## config.mk

```make
export PLATFORM = sky130hd
export DESIGN_NAME = ermc_ctrl
export DESIGN_NICKNAME = d
export VERILOG_FILES = /design/src/rtl/ermc_ctrl.v /design/src/rtl/ermc_tick.v
export VERILOG_INCLUDE_DIRS = /design/src /design/src/shared
export SDC_FILE = /design/constraint.sdc
export NUM_CORES = 1
export LEC_CHECK = 0
export BUFFER_PORTS_ARGS = -buffer_cell sky130_fd_sc_hd__buf_2
export CORE_ASPECT_RATIO = 1.2
export CORE_MARGIN = 10
export CORE_UTILIZATION = 53
export CTS_CLUSTER_DIAMETER = 50
export DETAILED_ROUTE_END_ITERATION = 16
export GPL_ROUTABILITY_DRIVEN = 0
export PLACE_DENSITY_LB_ADDON = 0.15
export SYNTH_ARGS = -nofsm -noshare
export SYNTH_HDL_FRONTEND = slang
export SYNTH_SLANG_ARGS = --single-unit
export TNS_END_PERCENT = 100
```

## constraint.sdc

```tcl
create_clock -name i_ref_clk -period 2.1 [get_ports i_ref_clk]
set_input_delay 0.105 -clock i_ref_clk [delete_from_list [all_inputs] [get_ports i_ref_clk]]
set_output_delay 0.105 -clock i_ref_clk [all_outputs]
set_load 0.01 [all_outputs]
```

## src/shared/ermc_consts.vh

```
// Constants for the reduced-trip mode control block: map, fields, resets, times
`ifndef ERMC_CONSTS_VH
`define ERMC_CONSTS_VH

// Clock rate and documented times, each in its own unit
`define ERMC_CLK_HZ 100000000
`define ERMC_DROP_TIME_S 5
`define ERMC_ENGAGED_LIMIT_H 24
`define ERMC_SEC_PER_H 3600

// Counter widths sized for the default times
`define ERMC_DROP_W 29
`define ERMC_TICK_W 27
`define ERMC_SEC_W 17

// Register byte offsets
`define ERMC_OFS_CTRL 8'h00
`define ERMC_OFS_CMD 8'h04
`define ERMC_OFS_PASSCODE 8'h08
`define ERMC_OFS_NORMAL_THR 8'h0c
`define ERMC_OFS_REDUCED_THR 8'h10
`define ERMC_OFS_RATED 8'h14
`define ERMC_OFS_STATUS 8'h18
`define ERMC_OFS_ALARM_CODE 8'h1c

// Control register fields
`define ERMC_CTRL_PERMIT 0
`define ERMC_CTRL_COMM_PRESENT 1
`define ERMC_CTRL_OUT1_CRADLE 2
`define ERMC_CTRL_OUT2_CRADLE 3
`define ERMC_CTRL_W 4

// Command register fields
`define ERMC_CMD_ALARM_RESET 0

// Status register fields
`define ERMC_ST_ENGAGED 0
`define ERMC_ST_SELECTED 1
`define ERMC_ST_DISC_ALARM 2
`define ERMC_ST_INCONS_ALARM 3
`define ERMC_ST_LONG_ALARM 4
`define ERMC_ST_DROP 5
`define ERMC_ST_DISC_ENGAGED 6
`define ERMC_ST_CONNECTED 8
`define ERMC_ST_DISCONNECTED 9
`define ERMC_ST_TEST 10

// Reset values
`define ERMC_THR_W 16
`define ERMC_PASSCODE_RST 16'h0000
`define ERMC_PASSCODE_OPEN 16'h0000
`define ERMC_RATED_RST 16'h0064
`define ERMC_REDUCED_RST (`ERMC_RATED_RST << 1)
`define ERMC_NORMAL_RST 16'h0320

// Alarm codes
`define ERMC_CODE_NONE 16'h0000
`define ERMC_CODE_DISC 16'h0c00
`define ERMC_CODE_INCONS 16'h0c01
`define ERMC_CODE_LONG 16'h0c02

`endif

```

## src/rtl/ermc_ctrl.v

```verilog
// Reduced-trip maintenance mode control with APB register access
//
// Our own choices: the placing of the registers and the APB slave port.
`include "ermc_consts.vh"

module ermc_ctrl #(
  parameter TICK_CYCLES = `ERMC_CLK_HZ,
  parameter DROP_CYCLES = `ERMC_DROP_TIME_S * `ERMC_CLK_HZ,
  parameter LIMIT_SECONDS = `ERMC_ENGAGED_LIMIT_H * `ERMC_SEC_PER_H
) (
  input wire i_ref_clk,
  input wire i_reset,
  input wire i_psel,
  input wire i_penable,
  input wire i_pwrite,
  input wire [7:0] i_paddr,
  input wire [31:0] i_pwdata,
  output reg [31:0] o_prdata,
  output reg o_pready,
  output reg o_pslverr,
  input wire i_cradle_connected_contact,
  input wire i_cradle_disconnected_contact,
  input wire i_cradle_test_contact,
  input wire i_disengage_request_input,
  input wire i_engage_request_input,
  input wire i_dial_change,
  input wire i_alarm_reset_manual,
  output reg o_mode_engaged_output,
  output reg o_out1,
  output reg o_out2
);

  // Times cut to counter width on purpose; the widths cover the default times
  localparam integer DROP_LAST_I = DROP_CYCLES - 1;
  localparam integer SEC_LIMIT_I = LIMIT_SECONDS;
  localparam [`ERMC_DROP_W-1:0] DROP_LAST = DROP_LAST_I[`ERMC_DROP_W-1:0];
  localparam [`ERMC_SEC_W-1:0] SEC_LIMIT = SEC_LIMIT_I[`ERMC_SEC_W-1:0];

  // Software-visible state
  reg [`ERMC_CTRL_W-1:0] ctrl;
  reg [`ERMC_THR_W-1:0] passcode;
  reg [`ERMC_THR_W-1:0] normal_thr;
  reg [`ERMC_THR_W-1:0] reduced_thr;
  reg [`ERMC_THR_W-1:0] rated;

  // Mode and alarm state
  reg selected;
  reg disc_alarm;
  reg disc_engaged;
  reg incons_alarm;
  reg long_alarm;
  reg drop_active;

  // Timing counters, sized for the default times
  reg [`ERMC_DROP_W-1:0] drop_cnt;
  reg [`ERMC_SEC_W-1:0] sec_cnt;

  // Registered cradle contacts
  reg cradle_conn;
  reg cradle_disc;
  reg cradle_test;

  wire sec_tick;

  // Bus decode
  wire setup = i_psel && !i_penable;
  wire access = i_psel && i_penable && o_pready;
  wire wr = access && i_pwrite;

  // Offsets that answer without a slave error; the rest read zero and ignore writes
  wire mapped = (i_paddr == `ERMC_OFS_CTRL) || (i_paddr == `ERMC_OFS_CMD) ||
    (i_paddr == `ERMC_OFS_PASSCODE) || (i_paddr == `ERMC_OFS_NORMAL_THR) ||
    (i_paddr == `ERMC_OFS_REDUCED_THR) || (i_paddr == `ERMC_OFS_RATED) ||
    (i_paddr == `ERMC_OFS_STATUS) || (i_paddr == `ERMC_OFS_ALARM_CODE);

  // Selector decode
  wire eng_in = i_engage_request_input;
  wire dis_in = i_disengage_request_input;

  // Equal levels are the only discrepancy; each valid state names one direction
  wire disc_now = (eng_in == dis_in);
  wire eng_req = eng_in && !dis_in;
  wire dis_req = dis_in && !eng_in;

  // Order permission: passcode must be open; the comm module overrides the permit flag
  wire code_open = (passcode == `ERMC_PASSCODE_OPEN);

  // Permit flag matters only without a communication module
  wire permit = ctrl[`ERMC_CTRL_PERMIT];
  wire comm = ctrl[`ERMC_CTRL_COMM_PRESENT];
  wire orders_ok = code_open && (comm || permit);

  // A latched discrepancy blocks only the direction it was raised against
  wire eng_ok = orders_ok && !(disc_alarm && !disc_engaged);
  wire dis_ok = orders_ok && !(disc_alarm && disc_engaged);

  // Alarm reset from software or the manual input
  wire cmd_clear = wr && (i_paddr == `ERMC_OFS_CMD) &&
    i_pwdata[`ERMC_CMD_ALARM_RESET];
  wire alarm_clear = cmd_clear || i_alarm_reset_manual;

  // Thresholds in an order that defeats the mode
  wire thr_inverted = (normal_thr < reduced_thr);

  // Effective mode seen by the trip unit and the pilot output
  wire next_engaged = selected && !thr_inverted && !drop_active;

  // Highest-priority active alarm code
  reg [`ERMC_THR_W-1:0] alarm_code;
  always @* begin
    if (long_alarm) begin
      alarm_code = `ERMC_CODE_LONG;
    end else if (incons_alarm) begin
      alarm_code = `ERMC_CODE_INCONS;
    end else if (disc_alarm) begin
      alarm_code = `ERMC_CODE_DISC;
    end else begin
      alarm_code = `ERMC_CODE_NONE;
    end
  end

  // Status word
  wire [31:0] status_word = {21'h000000,
    cradle_test, cradle_disc, cradle_conn,
    1'b0,
    disc_engaged, drop_active,
    long_alarm, incons_alarm, disc_alarm,
    selected, o_mode_engaged_output};

  // Read mux, sampled in the setup cycle
  reg [31:0] next_rdata;
  always @* begin
    next_rdata = 32'h00000000;
    case (i_paddr)
      `ERMC_OFS_CTRL: next_rdata = {28'h0000000, ctrl};
      `ERMC_OFS_PASSCODE: next_rdata = {16'h0000, passcode};
      `ERMC_OFS_NORMAL_THR: next_rdata = {16'h0000, normal_thr};
      `ERMC_OFS_REDUCED_THR: next_rdata = {16'h0000, reduced_thr};
      `ERMC_OFS_RATED: next_rdata = {16'h0000, rated};
      `ERMC_OFS_STATUS: next_rdata = status_word;
      `ERMC_OFS_ALARM_CODE: next_rdata = {16'h0000, alarm_code};
      default: next_rdata = 32'h00000000;
    endcase
  end

  // APB answer: one wait-free access cycle, all outputs registered
  always @(posedge i_ref_clk) begin
    if (i_reset) begin
      o_prdata <= 32'h00000000;
      o_pready <= 1'b0;
      o_pslverr <= 1'b0;
    end else if (setup) begin
      o_prdata <= i_pwrite ? 32'h00000000 : next_rdata;
      o_pready <= 1'b1;
      o_pslverr <= !mapped;
    end else begin
      o_prdata <= 32'h00000000;
      o_pready <= 1'b0;
      o_pslverr <= 1'b0;
    end
  end

  // Register writes take effect at the access edge only
  always @(posedge i_ref_clk) begin
    if (i_reset) begin
      ctrl <= {`ERMC_CTRL_W{1'b0}};
      passcode <= `ERMC_PASSCODE_RST;
      normal_thr <= `ERMC_NORMAL_RST;
      reduced_thr <= `ERMC_REDUCED_RST;
      rated <= `ERMC_RATED_RST;
    end else if (wr) begin
      case (i_paddr)
        `ERMC_OFS_CTRL: ctrl <= i_pwdata[`ERMC_CTRL_W-1:0];
        `ERMC_OFS_PASSCODE: passcode <= i_pwdata[`ERMC_THR_W-1:0];
        `ERMC_OFS_NORMAL_THR: normal_thr <= i_pwdata[`ERMC_THR_W-1:0];
        `ERMC_OFS_REDUCED_THR: reduced_thr <= i_pwdata[`ERMC_THR_W-1:0];
        `ERMC_OFS_RATED: rated <= i_pwdata[`ERMC_THR_W-1:0];
        default: ctrl <= ctrl;
      endcase
    end
  end

  // Discrepancy alarm: sticky, and a present discrepancy beats a clear
  always @(posedge i_ref_clk) begin
    if (i_reset) begin
      disc_alarm <= 1'b0;
      disc_engaged <= 1'b0;
    end else begin
      if (disc_now) begin
        disc_alarm <= 1'b1;
      end else if (alarm_clear) begin
        disc_alarm <= 1'b0;
      end
      // Remember which way the mode stood when the alarm first rose
      if (disc_now && !disc_alarm) begin
        disc_engaged <= selected;
      end
    end
  end

  // Selected mode follows valid selector states when orders are allowed
  always @(posedge i_ref_clk) begin
    if (i_reset) begin
      selected <= 1'b0;
    end else if (eng_req && eng_ok) begin
      selected <= 1'b1;
    end else if (dis_req && dis_ok) begin
      selected <= 1'b0;
    end
  end

  // Dial change drop: counted in cycles so the 5 s is exact, a new change restarts it
  always @(posedge i_ref_clk) begin
    if (i_reset) begin
      drop_active <= 1'b0;
      drop_cnt <= {`ERMC_DROP_W{1'b0}};
    end else if (!selected) begin
      drop_active <= 1'b0;
      drop_cnt <= {`ERMC_DROP_W{1'b0}};
    end else if (i_dial_change) begin
      drop_active <= 1'b1;
      drop_cnt <= {`ERMC_DROP_W{1'b0}};
    end else if (drop_active) begin
      if (drop_cnt == DROP_LAST) begin
        drop_active <= 1'b0;
        drop_cnt <= {`ERMC_DROP_W{1'b0}};
      end else begin
        drop_cnt <= drop_cnt + 1'b1;
      end
    end
  end

  // Seconds base, restarted while not selected so the count starts clean
  ermc_tick #(
    .TICK_CYCLES(TICK_CYCLES)
  ) u_tick (
    .i_ref_clk(i_ref_clk),
    .i_reset(i_reset),
    .i_restart(!selected),
    .o_tick(sec_tick)
  );

  // Engaged time in seconds; saturates so the alarm holds until disengaged
  always @(posedge i_ref_clk) begin
    if (i_reset || !selected) begin
      sec_cnt <= {`ERMC_SEC_W{1'b0}};
    end else if (sec_tick && (sec_cnt != SEC_LIMIT)) begin
      sec_cnt <= sec_cnt + 1'b1;
    end
  end

  // Auto-clearing alarms follow their condition directly
  always @(posedge i_ref_clk) begin
    if (i_reset) begin
      long_alarm <= 1'b0;
      incons_alarm <= 1'b0;
    end else begin
      long_alarm <= selected && (sec_cnt == SEC_LIMIT);
      incons_alarm <= selected && (reduced_thr > normal_thr);
    end
  end

  // Contacts are synchronous already; one stage keeps status and outputs aligned
  always @(posedge i_ref_clk) begin
    if (i_reset) begin
      cradle_conn <= 1'b0;
      cradle_disc <= 1'b0;
      cradle_test <= 1'b0;
    end else begin
      cradle_conn <= i_cradle_connected_contact;
      cradle_disc <= i_cradle_disconnected_contact;
      cradle_test <= i_cradle_test_contact;
    end
  end

  // Pin outputs, all from flops
  always @(posedge i_ref_clk) begin
    if (i_reset) begin
      o_mode_engaged_output <= 1'b0;
      o_out1 <= 1'b0;
      o_out2 <= 1'b0;
    end else begin
      o_mode_engaged_output <= next_engaged;
      o_out1 <= ctrl[`ERMC_CTRL_OUT1_CRADLE] && cradle_conn;
      o_out2 <= ctrl[`ERMC_CTRL_OUT2_CRADLE] && cradle_disc;
    end
  end

endmodule // ermc_ctrl

```

## src/rtl/ermc_tick.v

```verilog
// One-pulse-per-period divider with phase restart
`include "ermc_consts.vh"

module ermc_tick #(
  parameter TICK_CYCLES = `ERMC_CLK_HZ
) (
  input wire i_ref_clk,
  input wire i_reset,
  input wire i_restart,
  output reg o_tick
);

  localparam integer TICK_LAST_I = TICK_CYCLES - 1;
  localparam [`ERMC_TICK_W-1:0] TICK_LAST = TICK_LAST_I[`ERMC_TICK_W-1:0];

  reg [`ERMC_TICK_W-1:0] count;

  // Restart aligns the first tick to a full period after the event
  always @(posedge i_ref_clk) begin
    if (i_reset || i_restart) begin
      count <= {`ERMC_TICK_W{1'b0}};
      o_tick <= 1'b0;
    end else if (count == TICK_LAST) begin
      count <= {`ERMC_TICK_W{1'b0}};
      o_tick <= 1'b1;
    end else begin
      count <= count + 1'b1;
      o_tick <= 1'b0;
    end
  end

endmodule // ermc_tick

```

==> out/qor.log, run 1 <==
[clocking] setup fix buffers added after clock tree synthesis 0
[drt] routed length on met1 8770 microns
[logic_synthesis] simple-gate share of the synthesized area 27.3%
[clocking] clock tree from TritonCTS built
[sta] final-report hold violation count 0
[floorplan] FP Rows 48
[layout] post-layout net count 1116
[sta] slew at the pin with the worst max-slew slack 0.624 ns
[power] net load switching power 1.42 mW
[drt] mean number of vias per cell 5.52
[floorplan] horizontal die dimension 131 microns
[power] highest ir drop seen on vdd 0.479 mV
[worst_hold_path] critical hold path startpoint i_alarm_reset_manual
[power] total power after layout 6.62 mW
[layout] layout cell share with drive strength beyond 1 15.2%
[layout] most frequent standard cell in the layout excluding fill and tap cells nand2_1
[logic_synthesis] Synth Cell Area 7810 sq um
[logic_synthesis] largest family of logic cells by synthesized area simple AND/OR/NAND/NOR gates
[logic_synthesis] Synth Flop Type dfxtp_1
[layout] Post-Layout Inst Area 9320 sq um
[floorplan] Top-Level Pins 89
[power] register share of total power 49.5%
[clocking] count of H-tree levels built during CTS 4
[sta] final critical-path share of the clock period 94.5%
[sta] Fin Clk Skew 0.00841 ns
[global_route] global-route total usage across every layer 20.2%
[drt] Initial DRC Count 593
[critical_path] cell-by-cell trace of the critical path inv_1 -> ha_1 -> a21oi_1 -> o21ai_0 -> or4_4 -> o31a_1 -> and2_1
[global_route] largest net degree at the start of global routing 43
[sta] timing-limited maximum frequency 0.504 GHz
[clocking] number of clock buffers inserted by TritonCTS 17
[critical_path] number of buffers and inverters on the critical path 1
[floorplan] initial standard-cell utilization of the core 54.2%
[drt] length of routed met3 wiring 1050 microns
[drt] vias 6794
[clocking] clock sink total 172
[logic_synthesis] complex-gate fraction of the synthesized area 10.8%
[global_route] first-pass GRT wire length 32600 microns
[clocking] clock network latency to the later pin of the worst-skew pair 0.44 ns
[placed_design] total of buffers placed on input and output ports 56
[critical_path] worst reg2reg startpoint normal_thr[13]$_SDFFE_PP0P_
[logic_synthesis] xor/xnor cell area share of the yosys netlist 7.29%
[logic_synthesis] proportion of synthesized chip area in sequential cells 44.1%
[critical_path] start point of the critical path normal_thr[13]$_SDFFE_PP0P_
[critical_path] CP max-delay cell or4_4
[floorplan] die height 153 microns
[drt] post-DR wirelength/cell 16.3 microns
[logic_synthesis] Seq cells post-synth 172
[global_route] number of global-route vias before repair 6377
[job] number of violations of the max-capacitance limit 0
[logic_synthesis] Post-synth EDFFs 0
[drt] highest metal layer with signal wires met4
[power] portion of total power attributed to the clock network 47.3%
[logic_synthesis] adder-cell area share of the yosys netlist 3.52%
[critical_path] critical path data arrival time 2.32 ns
[critical_path] Critical Path Start Type flop
[critical_path] maximum fanout along the worst path 3
[logic_synthesis] Yosys Warn Count 0
[sta] number of pins with negative max-slew slack in the final report 0
[floorplan] CORE AREA 14400 sq um
[floorplan] Die Outline Area 20000 sq um
[power] combinational power share 3.2%
[clocking] Longest Clk Path Bufs 2
[sta] final setup violation count 0
[layout] # diodes 0
[layout] Area Growth Syn to Fin 19.3%
[drt] DRT Wirelength 20000 microns
[power] switching part of the total power 21.5%
[power] power density over the cells 710 nW/um^2
[clocking] clock slew at reported path FFs 0.06 ns
[logic_synthesis] per-instance average area after synthesis 8.30 sq um
[critical_path] data required time at the worst endpoint 2.43 ns
[logic_synthesis] Post-synth ARST share 0%
[drt] Residual DRC 0
[logic_synthesis] count of unique library cells instantiated by Yosys 59
[placed_design] DP HPWL 14000 microns
[sta] post-route minimum period 1.99 ns
[sta] worst-case headroom to the max-slew limit 58.0%
[sta] Setup Total Neg Slack 0 ns
[clocking] Clk Tree Root Cell clkbuf_16
[worst_hold_path] type of the tightest min-delay check primary input to flop
[critical_path] critical path capture point type flop
[drt] number of iterations in the first detailed-routing pass 7
[critical_path] type of the worst setup path flop to flop
[power] cell-internal power 5.19 mW
[global_route] initial antenna violation count 0
[layout] most frequent cells in the layout nand2_1 (174), dfxtp_1 (171), nor2_1 (97)
[placed_design] placed standard-cell area 8450 sq um
[global_route] Overflow after GRT 0
[drt] wire length on met2 9760 microns
[logic_synthesis] cells after synthesis 941
[status] status finished, final reports clean
[power] leakage 3.35 nW
[critical_path] kind of cell adding the most delay to the critical path simple AND/OR/NAND/NOR gates
[critical_path] longest individual stage delay on the worst path 0.53 ns
[logic_synthesis] mux cell area share after synthesis 1.57%
[drt] number of nets with antenna violations after detailed routing 0
-- metal layers --
| layer | track usage, % | vias up |
|---|---|---|
| met1 | 25.6 | 3183 |
| met3 | 4.26 | 38 |
| met4 | 7.06 | 0 |
| met5 | 0 | - |
| li1 | - | 3408 |
| met2 | 33.0 | 165 |
-- area by class of cell --
| cell class | instances | area [sq um] |
|---|---|---|
| fillers | 1268 | 5100 |
| multi-input cells | 695 | 4040 |
| flip-flops and latches | 172 | 3440 |
| repair buffers | 125 | 912 |
| clock buffers | 22 | 474 |
| well taps | 175 | 219 |
| inverters | 31 | 116 |
| clock inverters | 10 | 114 |
-- path summary, 6_finish.rpt --
kind / end / slack (ns) / depth (start not counted)
setup / recovery: incons_alarm$_SDFF_PP0_ / 0.11 / 7
hold / removal: disc_alarm$_SDFFE_PP0P_ / 0.04 / 4
setup reg to reg: incons_alarm$_SDFF_PP0_ / 0.11 / 7
hold reg to reg: normal_thr[2]$_SDFFE_PP0P_ / 0.46 / 2
-- flip-flops by register name (all words and copies together) (netlist names), 4 cells and up --
name,flops
ctrl,4
drop_cnt,29
normal_thr,16
o_prdata,16
passcode,16
rated,16
reduced_thr,16
sec_cnt,17
u_tick.count,27
-- kinds of logic after synthesis --
logic type,after synthesis
and+or+nand+nor,441
AOI/OAI and AO/OA,139
other,1
adders and majority gates,22
muxes,12
DFF,172
buffers and inverters,89
xor gates and xnor gates,65
-- Yosys cell counts, drive strengths merged (5+ instances only) --
cell / count / share of area, %
nand2: 175 / 8.4
dfxtp: 172 / 44
nor2: 98 / 4.7
a21oi: 83 / 5.7
xor2: 43 / 4.8
nand3: 39 / 2.5
nand4: 34 / 2.7
buf: 30 / 2.6
inv: 30 / 1.4
clkbuf: 28 / 1.3
ha: 22 / 3.5
xnor2: 22 / 2.5
nor4: 16 / 1.7
a22oi: 14 / 1.3
o21ai: 13 / 0.83
and3: 12 / 0.96
mux2i: 10 / 1.3
nor3: 10 / 0.64
nor2b: 8 / 0.64
and2: 7 / 0.56
and4: 7 / 0.78
nor4b: 6 / 0.75
or4: 6 / 0.62
nand2b: 5 / 0.40
-- power by group through the flow --
stage	Combinational [mW]	Sequential [mW]	Clock (mW)
2_1_floorplan	0.109	3.35	0
3_3_place_gp	0.176	3.35	0
3_5_place_dp	0.176	3.35	0
4_1_cts	0.207	3.27	3.18
5_1_grt	0.228	3.27	3.31
6_report	0.211	3.27	3.13
-- worst min-delay path, cell delays in order --
cell     delay (ns)
buf_2          0.09
inv_1          0.08
a31oi_1        0.08
nor2_1         0.07
-- through the flow --
stage	instances	hold slack, ns	setup slack (ns)	utilization (%)
6_report	1230	0.0363	0.115	64.6
3_3_place_gp	1175	0.335	0.0501	58.6
3_5_place_dp	1175	0.333	0.0275	58.6
4_1_cts	1229	0.0192	0.0127	64.2
5_1_grt	1230	0.0482	-0.00586	64.6
2_1_floorplan	956	0.182	-0.0175	-
-- what timing repair did --
action	in CTS	in global routing
hold buffers	22	0
hold endpoints to repair	75	0
endpoints found under the setup margin	0	53
gates resized for setup	0	10
Power figures use the tool's default switching activity.
==> run 2, diff against run 1 <==
--- a/config.mk
+++ b/config.mk
@@ -8,7 +8,6 @@
 export LEC_CHECK = 0
 export BUFFER_PORTS_ARGS = -buffer_cell sky130_fd_sc_hd__buf_2
 export CORE_ASPECT_RATIO = 1.2
-export CORE_MARGIN = 10
 export CORE_UTILIZATION = 53
 export CTS_CLUSTER_DIAMETER = 50
 export DETAILED_ROUTE_END_ITERATION = 16
==> run 2 against run 1 <==
  * Die area decreased by 24%
  * Sequential share of layout area increased by 0.051 points
  * Critical path depth unchanged
  * Total power decreased by 0.14%
  * Design area decreased by 0.17%
  * Setup slack got worse by 0.027 ns
  * Combinational power about the same
  * Critical endpoint unchanged
==> out/qor.log, run 2 (synthesized netlist as in run 1, its figures left out) <==
[floorplan] FP Rows 48
[global_route] largest net degree at the start of global routing 60
[clocking] clock network latency to the later pin of the worst-skew pair 0.43 ns
[critical_path] maximum fanout along the worst path 3
[clocking] clock slew at reported path FFs 0.06 ns
[floorplan] die height 135 microns
[sta] post-route minimum period 2.01 ns
[sta] final setup violation count 0
[sta] final critical-path share of the clock period 95.8%
[power] highest ir drop seen on vdd 0.527 mV
[clocking] number of clock buffers inserted by TritonCTS 17
[layout] Post-Layout Inst Area 9300 sq um
[global_route] initial antenna violation count 0
[critical_path] type of the worst setup path flop to flop
[layout] utilization of the core after routing 64.5%
[clocking] clock sink total 172
[sta] worst-case headroom to the max-slew limit 56.0%
[layout] Reg with most FFs drop_cnt
[worst_hold_path] type of the tightest min-delay check primary input to flop
[layout] most frequent cells in the layout nand2_1 (175), dfxtp_1 (172), nor2_1 (97)
[sta] RSZ-0062 raised after global routing no
[placed_design] DP HPWL 13300 microns
[worst_hold_path] number of cells traversed by the worst hold path 4
[layout] # diodes 0
[clocking] Longest Clk Path Bufs 2
[sta] slew at the pin with the worst max-slew slack 0.660 ns
[critical_path] critical path capture point type flop
[floorplan] horizontal die dimension 113 microns
[clocking] Clk Tree Root Cell clkbuf_16
[drt] DRT Wirelength 19500 microns
[layout] Area Growth Syn to Fin 19.1%
[job] number of violations of the max-capacitance limit 0
[critical_path] Critical Path Start Type flop
[drt] Initial DRC Count 493
[global_route] number of global-route vias before repair 6271
[drt] vias 6805
[sta] final hold slack 0.0257 ns
[placed_design] worst slack at placement 0.0339 ns
[sta] number of pins with negative max-slew slack in the final report 0
[global_route] global-route total usage across every layer 26.4%
[critical_path] data required time at the worst endpoint 2.43 ns
[floorplan] Top-Level Pins 89
[power] power density over the cells 710 nW/um^2
[floorplan] initial standard-cell utilization of the core 54.2%
[critical_path] critical path data arrival time 2.34 ns
[placed_design] total of buffers placed on input and output ports 56
[floorplan] Die Outline Area 15200 sq um
[drt] post-DR wirelength/cell 15.9 microns
[layout] fill cell count 1273
[placed_design] placed standard-cell area 8460 sq um
[clocking] count of H-tree levels built during CTS 4
[global_route] first-pass GRT wire length 31200 microns
[layout] layout cell share with drive strength beyond 1 14.5%
[sta] timing-limited maximum frequency 0.497 GHz
[layout] number of flip-flops under the largest register name 29
[drt] number of nets with antenna violations after detailed routing 0
[layout] FF/Latch Area 3440 sq um
[layout] post-layout net count 1115
[layout] multi-input combinational cell area 4030 sq um
[status] status finished, final reports clean
[layout] most frequent standard cell in the layout excluding fill and tap cells nand2_1
[drt] number of iterations in the first detailed-routing pass 5
[sta] final-report hold violation count 0
[sta] Final WS setup 0.0877 ns
[global_route] Overflow after GRT 0
[floorplan] CORE AREA 14400 sq um
[power] leakage 3.36 nW
[layout] leading registers by flop count drop_cnt: 29 flops, u_tick.count: 27 flops, sec_cnt: 17 flops
[sta] Fin Clk Skew 0.00706 ns
[power] total power after layout 6.61 mW
[clocking] setup fix buffers added after clock tree synthesis 0
[critical_path] number of cell instances on the worst register-to-register path 7
[drt] mean number of vias per cell 5.54
[clocking] clock tree from TritonCTS built
[drt] Residual DRC 0
## run 2: cell type report
cell class / instances / share of cell area [%]
clock buffers: 24 / 5.29
clock inverters: 7 / 0.942
well taps: 175 / 2.35
inverters: 31 / 1.25
flip-flops and latches: 172 / 37.0
multi-input cells: 695 / 43.4
repair buffers: 124 / 9.79
## run 2: layer usage
| metal | wire (microns) | track usage (%) |
|---|---|---|
| met1 | 8520 | 32.4 |
| met2 | 9510 | 44.5 |
| met3 | 923 | 5.25 |
| met4 | 556 | 12.1 |
| met5 | 0 | 0 |
## run 2: worst max-delay path, cell delays in order (launching register included)
cell     delay [ns]
dfxtp_1        0.36
inv_1          0.05
ha_1           0.30
a21oi_1        0.12
o21ai_0        0.09
or4_4          0.53
o31a_1         0.30
and2_1         0.16
## run 2: path summary, 6_finish.rpt
| path | start | to | slack [ns] |
|---|---|---|---|
| max | normal_thr[13]$_SDFFE_PP0P_ | incons_alarm$_SDFF_PP0_ | 0.09 |
| min | i_alarm_reset_manual | disc_alarm$_SDFFE_PP0P_ | 0.03 |
| max reg2reg | normal_thr[13]$_SDFFE_PP0P_ | incons_alarm$_SDFF_PP0_ | 0.09 |
| min reg2reg | rated[4]$_SDFFE_PP0P_ | rated[4]$_SDFFE_PP0P_ | 0.45 |
## run 2: power by group
group / leakage, nW / internal [mW] / switching (mW)
sequential: 1.39 / 3.27 / 0.00519
clock: 0.286 / 1.86 / 1.26
combinational: 1.68 / 0.0822 / 0.126
## run 2: metrics by stage
stage	instances	setup TNS, ns
finish	1228	0
global placement	1174	0
global route	1228	0
CTS	1228	0
floorplan	956	-0.330
detailed placement	1174	0
## run 2: what timing repair did
| action | CTS | global route |
|---|---|---|
| endpoints found under the setup margin | 0 | 30 |
| resized for setup | 0 | 7 |
| hold endpoints to repair | 75 | 0 |
| hold buffers | 23 | 0 |
==> run 3, diff against run 2 <==
--- a/config.mk
+++ b/config.mk
@@ -13,6 +13,7 @@
 export DETAILED_ROUTE_END_ITERATION = 16
 export GPL_ROUTABILITY_DRIVEN = 0
 export PLACE_DENSITY_LB_ADDON = 0.15
+export RECOVER_POWER = 25
 export SYNTH_ARGS = -nofsm -noshare
 export SYNTH_HDL_FRONTEND = slang
 export SYNTH_SLANG_ARGS = --single-unit
==> run 3 against run 2 <==
  * Setup slack improved by 0.0064 ns
  * Sequential cell count stayed put
  * Worst hold slack improved by 0.0066 ns
  * Clock power is essentially flat
  * Total power barely moved
  * Maximum frequency up 0.32%
  * Core utilization shrank 0.26 points
  * Sequential power about the same
  * Final cell count unchanged
==> out/qor.log, run 3 (synthesized netlist as in run 1, its figures left out) <==
[status] status finished, final reports clean
[sta] RSZ-0062 raised after global routing no
[placed_design] placed standard-cell area 8460 sq um
[floorplan] initial standard-cell utilization of the core 54.2%
[sta] worst-case headroom to the max-slew limit 52.6%
[placed_design] DP HPWL 13300 microns
[power] leakage 3.25 nW
[layout] Area Growth Syn to Fin 18.6%
[floorplan] FP Rows 48
[drt] number of iterations in the first detailed-routing pass 5
[global_route] first-pass GRT wire length 31200 microns
[power] combinational power share 3.1%
[critical_path] type of the worst setup path flop to flop
[drt] post-DR wirelength/cell 15.8 microns
[sta] Setup Total Neg Slack 0 ns
[power] cell-internal power 5.21 mW
[layout] post-layout net count 1115
[layout] Post-Layout Inst Area 9260 sq um
[sta] slew at the pin with the worst max-slew slack 0.711 ns
[sta] timing-limited maximum frequency 0.499 GHz
[layout] layout cell share with drive strength beyond 1 12.3%
[clocking] clock tree from TritonCTS built
[critical_path] data required time at the worst endpoint 2.43 ns
[power] power density over the cells 713 nW/um^2
[drt] vias 6826
[power] register share of total power 49.6%
[drt] Initial DRC Count 493
[global_route] largest net degree at the start of global routing 60
[clocking] number of clock buffers inserted by TritonCTS 17
[power] net load switching power 1.39 mW
[global_route] initial antenna violation count 0
[layout] most frequent standard cell in the layout excluding fill and tap cells nand2_1
[layout] most frequent cells in the layout nand2_1 (175), dfxtp_1 (172), nor2_1 (97)
[floorplan] CORE AREA 14400 sq um
[sta] final-report hold violation count 0
[global_route] Overflow after GRT 0
[sta] final setup violation count 0
[drt] DRT Wirelength 19400 microns
[sta] final critical-path share of the clock period 95.5%
[global_route] global-route total usage across every layer 26.4%
[layout] Reg with most FFs drop_cnt
[clocking] Clk Tree Root Cell clkbuf_16
[floorplan] die height 135 microns
[global_route] number of global-route vias before repair 6271
[layout] number of flip-flops under the largest register name 29
[layout] leading registers by flop count drop_cnt: 29 flops, u_tick.count: 27 flops, sec_cnt: 17 flops
[critical_path] Critical Path Start Type flop
[clocking] clock network latency to the later pin of the worst-skew pair 0.43 ns
[clocking] Longest Clk Path Bufs 2
[job] number of violations of the max-capacitance limit 0
[clocking] clock slew at reported path FFs 0.06 ns
[worst_hold_path] type of the tightest min-delay check primary input to flop
[floorplan] Die Outline Area 15200 sq um
[drt] number of nets with antenna violations after detailed routing 0
[drt] Residual DRC 0
[critical_path] maximum fanout along the worst path 3
[critical_path] critical path capture point type flop
[power] highest ir drop seen on vdd 0.532 mV
[placed_design] total of buffers placed on input and output ports 56
[drt] mean number of vias per cell 5.56
[sta] number of pins with negative max-slew slack in the final report 0
[power] portion of total power attributed to the clock network 47.3%
[critical_path] reg-to-reg slack, setup 0.09 ns
[critical_path] critical path data arrival time 2.33 ns
[power] switching part of the total power 21.1%
[clocking] count of H-tree levels built during CTS 4
[floorplan] Top-Level Pins 89
[sta] Fin Clk Skew 0.00760 ns
[clocking] clock sink total 172
[clocking] setup fix buffers added after clock tree synthesis 0
[floorplan] horizontal die dimension 113 microns
[sta] post-route minimum period 2.01 ns
[layout] # diodes 0
## run 3: cell count changes in the layout (fill, tap and decap cells not counted)
| cell | delta |
|---|---|
| buf_4 | -4 |
| clkbuf_4 | +1 |
| buf_2 | -22 |
| clkbuf_1 | +24 |
| clkbuf_2 | +1 |
## run 3: metrics by stage
step	utilization, %	std cells	setup WS (ns)	power (mW)	hold WS [ns]
floorplan	-	956	-0.0175	3.45	0.182
global placement	58.7	1174	0.0470	3.52	0.337
detailed placement	58.7	1174	0.0339	3.52	0.341
CTS	64.3	1228	0.00875	6.65	0.0291
global route	64.3	1228	0.00534	6.80	0.0642
finish	64.3	1228	0.0941	6.61	0.0323
## run 3: final timing paths
| check | start | to | depth (start not counted) |
|---|---|---|---|
| hold reg to reg | rated[4]$_SDFFE_PP0P_ | rated[4]$_SDFFE_PP0P_ | 2 |
| setup reg to reg | normal_thr[13]$_SDFFE_PP0P_ | incons_alarm$_SDFF_PP0_ | 7 |
| setup / recovery | normal_thr[13]$_SDFFE_PP0P_ | incons_alarm$_SDFF_PP0_ | 7 |
| hold / removal | i_alarm_reset_manual | disc_alarm$_SDFFE_PP0P_ | 4 |
## run 3: area by class of cell
class                           instances  area (sq um)
Sequential cell                       172          3440
Timing Repair Buffer                  124           873
Multi-Input combinational cell        695          4030
Tap cell                              175           219
Clock inverter                          7          87.6
Fill cell                            1280          5150
Inverter                               31           116
Clock buffer                           24           492
## run 3: timing repair
action,in CTS,in global routing
endpoints found under the hold margin,75,0
setup endpoints to repair,0,30
hold buffers,23,0
resized for setup,0,7
## run 3: power by group through the flow
stage	clock, mW	combinational [mW]	sequential (mW)
detailed placement	0	0.173	3.35
finish	3.12	0.207	3.27
global route	3.30	0.224	3.27
floorplan	0	0.109	3.35
CTS	3.17	0.206	3.27
global placement	0	0.173	3.35
## run 3: per-layer routing
metal	wire [microns]	up-vias	global-route usage [%]	share of wire [%]
li1	-	3405	-	-
met1	8530	3208	32.4	44
met2	9480	170	44.5	49
met3	827	43	5.25	4.3
met4	577	0	12.1	3.0
met5	0	-	0	0
## run 3: critical path, cell delays in order, from the launching register on
cell	delay, ns
dfxtp_1	0.36
inv_1	0.05
ha_1	0.30
a21oi_1	0.12
o21ai_0	0.09
or4_4	0.53
o31a_1	0.29
and2_1	0.16
